$ cat src/hdl/homing_limit_regs.vh
// Purpose: register map, field positions and codes of the homing and travel limit block
// Assumes: AHB-Lite word registers, 32-bit data
// Notes:   included by homing_and_travel_limit_logic.v
`ifndef HOMING_LIMIT_REGS_VH
`define HOMING_LIMIT_REGS_VH
`define REG_CTRL        12'h000
`define REG_HOME_MODE   12'h004
`define REG_ZERO_OFS    12'h008
`define REG_INIT_ADJ    12'h00c
`define REG_LIM_NEG     12'h010
`define REG_LIM_POS     12'h014
`define REG_WINDOW      12'h018
`define REG_ORDER_TGT   12'h01c
`define REG_STATUS      12'h020
`define REG_REF_POINT   12'h024
`define REG_ERR_CODE    12'h028
`define REG_THRESH      12'h02c
// control bits
`define CTRL_HOME_GO    0
`define CTRL_ACK        1
`define CTRL_LIM_EN     2
`define CTRL_REVERSAL   3
`define CTRL_ORDER_GO   4
`define CTRL_REACT_LSB  5
`define CTRL_MODE_LSB   7
// reaction codes
`define REACT_NONE      2'h0
`define REACT_STOP      2'h1
`define REACT_DEENERGIZE 2'h2
// positioning modes
`define POSMODE_ABS     2'h0
`define POSMODE_RESET   2'h1
`define POSMODE_CONT    2'h2
// homing modes
`define HM_NEG_ZERO     8'h21
`define HM_POS_ZERO     8'h22
`define HM_CODED_A      8'h82
`define HM_CODED_B      8'h83
`define HM_CODED_REV_A  8'h84
`define HM_CODED_REV_B  8'h85
// error codes
`define ERR_POS_LIMIT   16'h7323
`define ERR_NEG_LIMIT   16'h7324
// initiator adjustment range in degrees
`define INIT_ADJ_MAX    32'sd360
`define INIT_ADJ_MIN    -32'sd360
`endif

$ cat src/hdl/homing_and_travel_limit_logic.v
// Purpose: final homing modes and software travel limit supervision of a servo axis
// Assumes: one 100 MHz clock, synchronous active-high reset, AHB-Lite register slave
// Notes:   positions are signed 32-bit increments; switches and marks are synchronised
// Contract
// - mode 33: search negative, first motor zero point becomes machine zero
// - mode 34: search positive, first motor zero point becomes machine zero
// - modes 130/131: absolute position from coded mark spacing, then halt in place
// - modes 132/133: same coded search, reversing at reversal switches
// - reversal option: brake and reverse when current or following error threshold reached (the code does this in modes 33/34 only)
// - home initiator offset in motor degrees, range -360..360, default 0
// - reference point equals found machine zero plus machine zero offset
// - new machine zero offset takes effect only at next completed homing
// - limit reaction: none, stop, or stop and de-energize; de-energize default
// - absolute mode rejects orders with target outside limits around reference
// - reset mode does no software limit checking
// - continuous mode checks each move's target relative to present position
// - limit error when supervised position passes limit; setpoint energized, actual otherwise
// - after ack while de-energized, no new error until beyond window from limit
// - positive limit reports 0x7323, negative limit reports 0x7324
// - limit error generation enabled or disabled by configuration
// - supervision inactive after power-on until a homing run sets reference
// - supervision suspended during a homing run
// - multiturn absolute feedback enforces limits right after power-on
// - limit errors disabled: all movements allowed
// - after acknowledged error only inward moves run; outward moves blocked, new error
//
// Our own choices: the register addresses and register access over AHB-Lite.
`include "homing_limit_regs.vh"
`default_nettype none
module homing_and_travel_limit_logic #(
  parameter integer DEG_PER_REV  = 360,
  parameter integer COUNTS_REV   = 4096,
  parameter integer CODE_BASE    = 1000
) (
  input  wire        i_core_clk,
  input  wire        i_srst,
  // ahb-lite slave
  input  wire        i_hsel,
  input  wire [31:0] i_haddr,
  input  wire [1:0]  i_htrans,
  input  wire        i_hwrite,
  input  wire [2:0]  i_hsize,
  input  wire [31:0] i_hwdata,
  input  wire        i_hready,
  output reg  [31:0] o_hrdata,
  output reg         o_hreadyout,
  output reg         o_hresp,
  // feedback and switches
  input  wire [31:0] i_actual_pos,
  input  wire [31:0] i_setpoint_pos,
  input  wire        i_motor_zero,
  input  wire        i_coded_mark,
  input  wire        i_home_switch,
  input  wire        i_rev_neg,
  input  wire        i_rev_pos,
  input  wire        i_threshold_hit,
  input  wire        i_energized,
  input  wire        i_multiturn,
  // motion interface
  output reg         o_homing_active,
  output reg         o_move_dir_pos,
  output reg         o_use_homing_profile,
  output reg         o_halt,
  output reg         o_deenergize,
  output reg         o_order_go,
  output reg  [31:0] o_order_target,
  output reg         o_limit_error,
  output reg         o_referenced
);

  // homing state machine
  localparam [2:0] ST_IDLE  = 3'h0;
  localparam [2:0] ST_SRCH  = 3'h1;
  localparam [2:0] ST_BRAKE = 3'h2;
  localparam [2:0] ST_CODE2 = 3'h3;
  localparam [2:0] ST_DONE  = 3'h4;

  // signed compare, used for both limits
  function beyond;
    input [31:0] a;
    input [31:0] b;
    begin
      beyond = ($signed(a) > $signed(b));
    end
  endfunction

  // clamp of the initiator adjustment
  function [31:0] clamp_adj;
    input [31:0] v;
    begin
      if ($signed(v) > `INIT_ADJ_MAX)
        clamp_adj = `INIT_ADJ_MAX;
      else if ($signed(v) < `INIT_ADJ_MIN)
        clamp_adj = `INIT_ADJ_MIN;
      else
        clamp_adj = v;
    end
  endfunction

  // two-flop synchronisers for pins
  reg [6:0] sync1;
  reg [6:0] sync2;
  reg [6:0] sync_d;
  always @(posedge i_core_clk) begin
    if (i_srst) begin
      sync1 <= 7'h00;
      sync2 <= 7'h00;
      sync_d <= 7'h00;
    end else begin
      sync1 <= {i_multiturn, i_threshold_hit, i_rev_pos, i_rev_neg, i_home_switch, i_coded_mark, i_motor_zero};
      sync2 <= sync1;
      sync_d <= sync2;
    end
  end
  wire zero_rise  = sync2[0] & ~sync_d[0];
  wire mark_rise  = sync2[1] & ~sync_d[1];
  wire rev_neg    = sync2[3];
  wire rev_pos    = sync2[4];
  wire thr_rise   = sync2[5] & ~sync_d[5];
  wire multiturn  = sync2[6];

  // configuration, status and internal state registers
  reg [31:0] ctrl;
  reg [7:0]  home_mode;
  reg [31:0] zero_ofs;
  reg [31:0] init_adj;
  reg [31:0] lim_neg;
  reg [31:0] lim_pos;
  reg [31:0] window;
  reg [31:0] thresh;
  reg [15:0] err_code;
  reg [31:0] ref_point;
  reg [31:0] mark_pos;
  reg [2:0]  hstate;
  reg        acked;
  reg        dir_block_pos;
  reg        dir_block_neg;
  reg        mt_seen;

  wire       lim_en  = ctrl[`CTRL_LIM_EN];
  wire       rev_opt = ctrl[`CTRL_REVERSAL];
  wire [1:0] react   = ctrl[`CTRL_REACT_LSB+1:`CTRL_REACT_LSB];
  wire [1:0] posmode = ctrl[`CTRL_MODE_LSB+1:`CTRL_MODE_LSB];

  // ahb address phase capture
  reg        dp_valid;
  reg        dp_write;
  reg [11:0] dp_addr;
  wire       ap_take = i_hsel & i_htrans[1] & i_hready;
  wire       wr_now  = dp_valid & dp_write;
  wire       go_home = wr_now & (dp_addr == `REG_CTRL) & i_hwdata[`CTRL_HOME_GO];
  wire       ack_now = wr_now & (dp_addr == `REG_CTRL) & i_hwdata[`CTRL_ACK];
  wire       go_ord  = wr_now & (dp_addr == `REG_CTRL) & i_hwdata[`CTRL_ORDER_GO];

  always @(posedge i_core_clk) begin
    if (i_srst) begin
      dp_valid <= 1'b0;
      dp_write <= 1'b0;
      dp_addr <= 12'h000;
    end else begin
      dp_valid <= ap_take;
      dp_write <= i_hwrite;
      dp_addr <= {i_haddr[11:2], 2'b00};
    end
  end

  // register writes; home/ack/order bits self clear
  always @(posedge i_core_clk) begin
    if (i_srst) begin
      ctrl <= {23'h0, `POSMODE_ABS, `REACT_DEENERGIZE, 5'h00};
      home_mode <= `HM_NEG_ZERO;
      zero_ofs <= 32'h0;
      init_adj <= 32'h0;
      lim_neg <= 32'h0;
      lim_pos <= 32'h0;
      window <= 32'h0;
      thresh <= 32'h0;
      o_order_target <= 32'h0;
    end else if (wr_now) begin
      case (dp_addr)
        `REG_CTRL:      ctrl <= {i_hwdata[31:5], 5'h00} | (i_hwdata & 32'h0000000c);
        `REG_HOME_MODE: home_mode <= i_hwdata[7:0];
        `REG_ZERO_OFS:  zero_ofs <= i_hwdata;
        `REG_INIT_ADJ:  init_adj <= clamp_adj(i_hwdata);
        `REG_LIM_NEG:   lim_neg <= i_hwdata;
        `REG_LIM_POS:   lim_pos <= i_hwdata;
        `REG_WINDOW:    window <= i_hwdata;
        `REG_ORDER_TGT: o_order_target <= i_hwdata;
        `REG_THRESH:    thresh <= i_hwdata;
        default:        ctrl <= ctrl;
      endcase
    end
  end

  // ahb read data and response, zero wait
  always @(posedge i_core_clk) begin
    if (i_srst) begin
      o_hrdata <= 32'h0;
      o_hreadyout <= 1'b1;
      o_hresp <= 1'b0;
    end else begin
      o_hreadyout <= 1'b1;
      o_hresp <= 1'b0;
      o_hrdata <= 32'h0;
      if (ap_take && !i_hwrite) begin
        case ({i_haddr[11:2], 2'b00})
          `REG_CTRL:      o_hrdata <= ctrl;
          `REG_HOME_MODE: o_hrdata <= {24'h0, home_mode};
          `REG_ZERO_OFS:  o_hrdata <= zero_ofs;
          `REG_INIT_ADJ:  o_hrdata <= init_adj;
          `REG_LIM_NEG:   o_hrdata <= lim_neg;
          `REG_LIM_POS:   o_hrdata <= lim_pos;
          `REG_WINDOW:    o_hrdata <= window;
          `REG_ORDER_TGT: o_hrdata <= o_order_target;
          `REG_STATUS:    o_hrdata <= {24'h0, hstate, acked, o_limit_error, o_referenced, o_homing_active, o_halt};
          `REG_REF_POINT: o_hrdata <= ref_point;
          `REG_ERR_CODE:  o_hrdata <= {16'h0, err_code};
          `REG_THRESH:    o_hrdata <= thresh;
          default:        o_hrdata <= 32'h0;
        endcase
      end
    end
  end

  // homing mode decode
  wire mode_coded = (home_mode == `HM_CODED_A) | (home_mode == `HM_CODED_B) |
                    (home_mode == `HM_CODED_REV_A) | (home_mode == `HM_CODED_REV_B);
  wire mode_rev   = (home_mode == `HM_CODED_REV_A) | (home_mode == `HM_CODED_REV_B);
  wire start_pos  = (home_mode == `HM_POS_ZERO) | (home_mode == `HM_CODED_B) | (home_mode == `HM_CODED_REV_B);
  // coded spacing: increments between marks map to absolute position
  wire [31:0] spacing   = i_actual_pos - mark_pos;
  wire [31:0] coded_abs = spacing * CODE_BASE;
  // signed scaling, so a negative adjustment moves the point back
  wire [31:0] adj_cnt   = ($signed(init_adj) * COUNTS_REV) / DEG_PER_REV;

  // homing sequencer
  always @(posedge i_core_clk) begin
    if (i_srst) begin
      hstate <= ST_IDLE;
      o_homing_active <= 1'b0;
      o_use_homing_profile <= 1'b0;
      o_move_dir_pos <= 1'b0;
      o_halt <= 1'b0;
      o_referenced <= 1'b0;
      ref_point <= 32'h0;
      mark_pos <= 32'h0;
      mt_seen <= 1'b0;
    end else begin
      // multiturn feedback counts as referenced from power-on
      if (multiturn && !mt_seen) begin
        mt_seen <= 1'b1;
        o_referenced <= 1'b1;
      end
      case (hstate)
        ST_IDLE: begin
          if (go_home) begin
            hstate <= ST_SRCH;
            o_homing_active <= 1'b1;
            o_use_homing_profile <= 1'b1;
            o_move_dir_pos <= start_pos;
            o_halt <= 1'b0;
          end
        end
        ST_SRCH: begin
          if (rev_opt && thr_rise && !mode_coded) begin
            hstate <= ST_BRAKE;
          end else if (mode_rev && ((o_move_dir_pos && rev_pos) || (!o_move_dir_pos && rev_neg))) begin
            o_move_dir_pos <= ~o_move_dir_pos;
          end else if (mode_coded && mark_rise) begin
            mark_pos <= i_actual_pos;
            hstate <= ST_CODE2;
          end else if (!mode_coded && zero_rise) begin
            ref_point <= i_actual_pos + adj_cnt + zero_ofs;
            hstate <= ST_DONE;
          end
        end
        ST_BRAKE: begin
          o_halt <= 1'b1;
          o_move_dir_pos <= ~o_move_dir_pos;
          hstate <= ST_SRCH;
        end
        ST_CODE2: begin
          o_halt <= 1'b0;
          if (mode_rev && ((o_move_dir_pos && rev_pos) || (!o_move_dir_pos && rev_neg))) begin
            o_move_dir_pos <= ~o_move_dir_pos;
          end else if (mark_rise) begin
            ref_point <= i_actual_pos - coded_abs + zero_ofs;
            hstate <= ST_DONE;
          end
        end
        ST_DONE: begin
          o_halt <= 1'b1;
          o_homing_active <= 1'b0;
          o_use_homing_profile <= 1'b0;
          o_referenced <= 1'b1;
          hstate <= ST_IDLE;
        end
        default: hstate <= ST_IDLE;
      endcase
      // a brake holds for one cycle only, then the search runs on
      if (hstate == ST_SRCH) o_halt <= 1'b0;
    end
  end

  // limit supervision
  wire        sup_on  = lim_en & o_referenced & ~o_homing_active & (posmode != `POSMODE_RESET);
  wire [31:0] sup_pos = i_energized ? i_setpoint_pos : i_actual_pos;
  wire [31:0] abs_pos = lim_pos + ref_point;
  wire [31:0] abs_neg = lim_neg + ref_point;
  wire [31:0] rel_pos = lim_pos + i_actual_pos;
  wire [31:0] rel_neg = lim_neg + i_actual_pos;
  wire [31:0] hi_lim  = (posmode == `POSMODE_CONT) ? rel_pos : abs_pos;
  wire [31:0] lo_lim  = (posmode == `POSMODE_CONT) ? rel_neg : abs_neg;
  // hysteresis widens the trip point after an acknowledged de-energized error
  wire        hyst    = acked & ~i_energized;
  wire        over_p  = beyond(sup_pos, hyst ? abs_pos + window : abs_pos);
  wire        over_n  = beyond(hyst ? abs_neg - window : abs_neg, sup_pos);
  wire        tgt_hi  = beyond(o_order_target, hi_lim);
  wire        tgt_lo  = beyond(lo_lim, o_order_target);
  wire        inward  = (dir_block_pos & ~beyond(o_order_target, sup_pos)) |
                        (dir_block_neg & ~beyond(sup_pos, o_order_target));
  wire        blocked = (dir_block_pos | dir_block_neg) & ~inward;
  wire        reject  = sup_on & ~(dir_block_pos | dir_block_neg) & (tgt_hi | tgt_lo);

  always @(posedge i_core_clk) begin
    if (i_srst) begin
      o_limit_error <= 1'b0;
      o_deenergize <= 1'b0;
      o_order_go <= 1'b0;
      err_code <= 16'h0;
      acked <= 1'b0;
      dir_block_pos <= 1'b0;
      dir_block_neg <= 1'b0;
    end else begin
      o_order_go <= 1'b0;
      // acknowledge first, so a refusal in the same write still wins
      if (ack_now) begin
        o_limit_error <= 1'b0;
        o_deenergize <= 1'b0;
        acked <= 1'b1;
      end
      // order release: all allowed when limits disabled
      if (go_ord) begin
        if (!sup_on || (!reject && !blocked)) begin
          o_order_go <= 1'b1;
        end else begin
          o_limit_error <= 1'b1;
          err_code <= tgt_hi | dir_block_pos ? `ERR_POS_LIMIT : `ERR_NEG_LIMIT;
        end
      end
      // leave hysteresis and direction block once back inside
      if (sup_on && !over_p && !over_n && !beyond(sup_pos, abs_pos) && !beyond(abs_neg, sup_pos)) begin
        dir_block_pos <= 1'b0;
        dir_block_neg <= 1'b0;
        acked <= 1'b0;
      end
      // position trip; set wins over acknowledge
      // after a de-energized acknowledge the widened trip point still fires
      if (sup_on && !o_limit_error && (!(dir_block_pos | dir_block_neg) || hyst) && (over_p || over_n)) begin
        o_limit_error <= 1'b1;
        err_code <= over_p ? `ERR_POS_LIMIT : `ERR_NEG_LIMIT;
        dir_block_pos <= over_p;
        dir_block_neg <= over_n;
        o_deenergize <= (react == `REACT_DEENERGIZE);
        acked <= 1'b0;
      end
      if (react == `REACT_NONE) o_deenergize <= 1'b0;
    end
  end

endmodule
`default_nettype wire

$ cat config.mk
export PLATFORM = sky130hd
export DESIGN_NAME = homing_and_travel_limit_logic
export DESIGN_NICKNAME = d
export VERILOG_FILES = /design/src/hdl/homing_and_travel_limit_logic.v
export VERILOG_INCLUDE_DIRS = /design/src /design/src/hdl
export SDC_FILE = /design/constraint.sdc
export NUM_CORES = 2
export LEC_CHECK = 0
export BUFFER_PORTS_ARGS = -buffer_cell sky130_fd_sc_hd__buf_2
export CAP_MARGIN = 20
export CORE_UTILIZATION = 25
export DETAILED_ROUTE_END_ITERATION = 7
export PLACE_DENSITY = 0.41
export SYNTH_ARGS = -nofsm -noshare
export SYNTH_HDL_FRONTEND = slang
export SYNTH_SLANG_ARGS = --single-unit
$ cat constraint.sdc
create_clock -name i_core_clk -period 26.5 [get_ports i_core_clk]
set_input_delay 3.975 -clock i_core_clk [delete_from_list [all_inputs] [get_ports i_core_clk]]
set_output_delay 3.975 -clock i_core_clk [all_outputs]
set_load 0.02 [all_outputs]
* Word-level counts from Yosys, hierarchy flattened
Cells that the tools add are included.
** Cells by class
- Add/subtract/negate cells :: 11
- Equal/unequal tests :: 41
- Reductions and logical operators :: 68
- Bitwise gates (word level) :: 44
- $lt $le $gt $ge :: 10
- $mul :: 1
- Mux-type cells :: 48
- Shift-type cells :: 0
- Divide/modulo/power cells :: 1
** Operators with widths (count)
- $mux 32 :: 13
- $pmux 32 s12 :: 1
- $add 32x32->32 :: 8
- $gt 32x32->1 :: 8
- $sub 32x32->32 :: 3
- $pmux 32 s2 :: 1
- $eq 12x5->1 const B :: 4
- $mux 16 :: 3
- $eq 10x3->1 const B :: 4
- $eq 10x4->1 const B :: 4
- $div 32x10->32 const B :: 1
- $eq 8x8->1 const B :: 4
- $gt 32x10->1 const B :: 1
- $lt 32x10->1 const B :: 1
- $mul 32x7->29 const B :: 1
- $or 32x4->32 :: 1
- $mux 3 :: 9
- $eq 12x4->1 const B :: 2
- $reduce_and 2->1 :: 12
- $eq 10x2->1 const B :: 2
- $and 1x1->1 :: 19
- $logic_and 1x1->1 :: 17
- $mux 1 :: 17
- $ne 2x2->1 const B :: 7
- other kinds (32) :: 81
** Word-level totals
- Flip-flop bits (word level) :: 424
- Logic and storage cells :: 256
- Bits of input ports :: 146
- ROM bits :: 0
- Bits in latches :: 0
- Memory bits (writable) :: 0
- Memories :: 0
- Output and inout port bits :: 74

* Logic depth before layout (Yosys ltp)
- Depth in word-level cells :: 13
- Mapped depth :: 140
- Mapped depth without buffers :: 122

* Worst setup path after synthesis
No wires, ideal clock.
- Path kind :: register -> register
- Start :: reg init_adj[0]
- End :: reg ref_point[31]
- Required time :: 26.409 ns
- Path slack :: -0.482 ns
- Stages on the path, launching flop included :: 129
- Buffers on the path :: 12
- Library setup time :: 0.091 ns
- Arrival time :: 26.891 ns
- Clock period less this slack :: 26.982 ns
- Path through :: dfxtp_1 -> clkbuf_8 -> inv_1 -> ha_1 -> or3b_1 -> clkbuf_1 -> o41ai_2 -> xnor2_1 -> nand3_2 -> a21o_2 -> nor4_4 -> o41ai_4 -> and2_4 -> buf_6 -> o311a_1 -> nor2_2 -> mux2_2 -> a211oi_2 -> (+93 left out) -> a21oi_1 -> o21bai_1 -> a21oi_1 -> o21bai_1 -> a21oi_1 -> o21bai_1 -> a21oi_1 -> o21bai_1 -> a21oi_1 -> o21bai_1 -> a21oi_1 -> o21bai_1 -> a21oi_1 -> xnor2_1 -> o21ai_0 -> o21ai_0 -> a21boi_0 -> a311oi_1
** On the way
- Cells in the longest elaborated chain, start to end :: 8
** RTL lines
- from (decl) :: RTL line homing_and_travel_limit_logic.v:126 : reg [31:0] init_adj;
- from (signal assigned) :: RTL line homing_and_travel_limit_logic.v:184 : `REG_INIT_ADJ: init_adj <= clamp_adj(i_hwdata);
- $div 32x10->32 :: RTL line homing_and_travel_limit_logic.v:234 : wire [31:0] adj_cnt = ($signed(init_adj) * COUNTS_REV) / DEG_PER_REV;
- $add 32x32->32 (2 in a row) :: RTL line homing_and_travel_limit_logic.v:273 : ref_point <= i_actual_pos + adj_cnt + zero_ofs;
- $mux 32 :: RTL line homing_and_travel_limit_logic.v:272 : end else if (!mode_coded && zero_rise) begin
- $mux 32 :: RTL line homing_and_travel_limit_logic.v:269 : end else if (mode_coded && mark_rise) begin
- $mux 32 :: RTL line homing_and_travel_limit_logic.v:267 : end else if (mode_rev && ((o_move_dir_pos && rev_pos) || (!o_move_dir_pos && rev_neg))) begin
- $mux 32 :: RTL line homing_and_travel_limit_logic.v:265 : if (rev_opt && thr_rise && !mode_coded) begin
- $pmux 32 s2 :: RTL line homing_and_travel_limit_logic.v:254 : case (hstate)
- to (signal assigned) :: RTL line homing_and_travel_limit_logic.v:273
- to (signal assigned) :: RTL line homing_and_travel_limit_logic.v:287 : ref_point <= i_actual_pos - coded_abs + zero_ofs;
- to (decl) :: RTL line homing_and_travel_limit_logic.v:132 : reg [31:0] ref_point;
Every way passes these cells. The select of a mux whose other input is x is not followed.
A chain may end at the register's enable or synchronous reset.

* Worst setup path in the final report
- Start :: reg init_adj[9]
- End :: reg ref_point[31]
Same word-level chain as after synthesis.

==> results.yml <==
clock_network:
  clock_path_buffers: 3
  path_clk_slew_ns: 0.07
  h-tree-depth: 2
  clkLatencyLatePin_ns: 0.66
  clock-sinks: 398
  cts_inserted_buffers: 49
  tritoncts: "yes"
  cts-root-buf: "clkbuf_16"
cells_and_area:
  design_area_um2: 59540
  final_nets: 7847
  drive_above_1_share_pct: 19.65
  fin_util_pct: 30.92
  syn2layout_area_growth_pct: 22.72
synth:
  syn_area_um2: 48520
  synth_area_per_cell_um2: 7.689
  synthMuxAreaShare_pct: 1.805
  synth_simple_gate_area_share_pct: 18.70
  synth-seq-area-share_pct: 16.42
  ys_warn_count: 0
  synth_top_family_by_area: "compound AO/OA/AOI/OAI gates"
  async_flop_share_pct: 0
  ys_seq_elements: 398
  synthCells: 6310
  synth_cell_types: 169
  yosys.area_share.adder_pct: 21.48
  synth_fp_nets: 7190
  synth.most_common_cell: "nand2_1"
  synth_commonest_cells: "nand2_1 (833), a21oi_1 (751), ha_1 (576), inv_1 (495), dfxtp_1 (398)"
  synth_top_cells_by_area: "dfxtp_1 (16%), ha_1 (15%), a21oi_1 (7.7%)"
  synth.top_cell.area_share_pct: 16.42
  yosys.area.top_type: "dfxtp_1"
  synth-edff-count: 0
  synthXorXnorAreaFrac_pct: 7.370
  synth_ff_type: "dfxtp_1"
  synth_compound_area_share_pct: 27.12
worst_setup_path:
  endpoint: "ref_point[31]"
  r2r-end: "ref_point[31]"
  max_stage_delay_ns: 0.59
  crit_path_start_kind: "flip-flop"
  reg2regPathDepth: 131
  cp.arrival_ns: 25.92
  r2r-start: "init_adj[9]"
  critPathCaptureType: "flip-flop"
  crit_start: "init_adj[9]"
  critical_path.most_common_cell: "a21oi_2"
  rrSetupSlack_ns: 1.13
  required_ns: 27.06
  crit_type: "reg -> reg"
  crit_slowest_cell: "or4_4"
  crit_fanout: 9
die:
  ios: 220
  die_area_um2: 195800
  core_area_um2: 192600
  fp.dieW_um: 442.5
  start_util_pct: 25.19
  rows: 161
  die_h_um: 442.5
global_routing:
  grt.total_usage_pct: 20.79
  antenna_found_initial: 25
  overflow: 0
  grt_max_degree: 144
  grt_pass1_wl_um: 309600
  grt_pass1_vias: 47800
drt:
  first_pass_iters: 8
  drt_iter0_markers: 3251
  avgViaCountPerCell: 5.077
  avgRoutedWirePerCell_um: 22.06
  ant_nets: 0
  drt-total-wl_um: 210600
  num_vias: 48450
  route.detailed.drc: 6
outcome:
  violations: "DRC"
  outcome: "finished with violations"
timing:
  whs_ns: 0.4363
  max_slew_margin_pct: 22.25
  finalHoldViolCount: 0
  maxSlewViolCount: 0
  worstMarginPinSlew_ns: 1.166
  setup_viol: 0
  fin_crit_sh_pct: 95.73
  fin_ws_ns: 1.133
  fin_worst_skew_ns: 0.04380
  final.min_clock_period_ns: 25.37
  fmax_mhz: 39.42
hold_path:
  hp-class: "reg -> reg"
  min_path_cells: 1
placement:
  place.detailed.hpwl_um: 168300
  gp_congestion: 0.9190
  portBuffers: 190
  placed_area_um2: 56410
  post-place-ws_ns: -0.4662
job:
  drv_cap: 0
power_and_ir_drop:
  power.density_nw_per_um2: 77.75
  ir_worst_vdd_mv: 0.1407
  leakagePower_uw: 0.02497
-- worst max-delay path, delay by kind of cell, from the launching register on --
family / cells / cell delay, ns
fa+ha+maj: 9 / 2.36
flops: 1 / 0.31
buf+inv: 20 / 2.96
compound gates: 72 / 13.07
mux: 2 / 0.51
simple gates: 25 / 5.63
xor+xnor: 3 / 0.38
-- per-layer routing --
layer | routed length [um] | share of wire (%) | track usage [%]
met1 | 95400 | 45 | 27.37
met4 | 8769 | 4.2 | 8.168
met2 | 98980 | 47 | 35.21
met3 | 7392 | 3.5 | 1.437
met5 | 20 | 0.0095 | 0
-- state kept, by name (all words and copies together) (netlist names), 32 cells and up --
name            flops
lim_pos            32
init_adj           32
zero_ofs           32
o_order_target     32
ref_point          32
window             32
thresh             32
lim_neg            32
o_hrdata           32
-- worst min-delay path by stage --
stage                     slack [ns]  endpoint  startpoint
final                           0.44  sync2[0]    sync1[0]
after CTS                       0.44  sync2[0]    sync1[0]
after global routing            0.46  sync2[6]    sync1[6]
after floorplan                 0.41  sync2[0]    sync1[0]
after global placement          0.43  sync2[6]    sync1[6]
after detailed placement        0.43  sync2[6]    sync1[6]
-- timing repair --
action / in CTS / in global routing
cloned: 0 / 0
hold buffers: 0 / 0
buffers inserted: 12 / 38
endpoints found under the setup margin: 3 / 11
pin swaps: 19 / 94
resized for setup: 34 / 155
-- cell families after synthesis --
family	Yosys count
AO/OA/AOI/OAI	1987
XOR/XNOR	398
adder cells (fa/ha/maj)	739
buffers and inverters	816
flip-flops	398
multiplexers	83
other	2
AND/OR/NAND/NOR	1887
-- through the flow --
| step | total power [uW] | instances | TNS, ns |
|---|---|---|---|
| after floorplan | 2811 | 6310 | 0 |
| after global placement | 3796 | 9391 | -0.2119 |
| after detailed placement | 3811 | 9392 | -0.5769 |
| after CTS | 4591 | 9494 | 0 |
| after global routing | 5035 | 9543 | -0.07019 |
| final | 4630 | 9543 | 0 |
-- power by group --
group | switching [uW] | internal, uW
clock network | 312 | 422
registers | 1.37 | 600
logic | 1930 | 1360
-- cells in the final DEF, fill, tap and decap left out, drive strengths merged, types with 72 or more instances in the layout --
cell | Yosys | final
a21o | 124 | 124
a21oi | 765 | 765
buf | 81 | 921
dfxtp | 398 | 398
fa | 158 | 158
ha | 576 | 576
inv | 497 | 499
mux2i | 72 | 72
nand2 | 841 | 841
nand2b | 88 | 88
nand3 | 93 | 93
nand4 | 80 | 80
nor2 | 315 | 315
nor2b | 106 | 106
nor3 | 104 | 104
o21ai | 316 | 316
o21bai | 178 | 178
xnor2 | 327 | 327
-- layout make-up --
cell class | instances | area [um^2]
Multi-Input combinational cell | 5096 | 38250
Antenna cell | 11 | 27.53
Clock inverter | 29 | 374.1
Fill cell | 20610 | 133000
Tap cell | 2526 | 3161
Inverter | 501 | 1882
Timing Repair Buffer | 921 | 6538
Sequential cell | 398 | 7969
Clock buffer | 61 | 1343
Power figures use the tool's default switching activity.
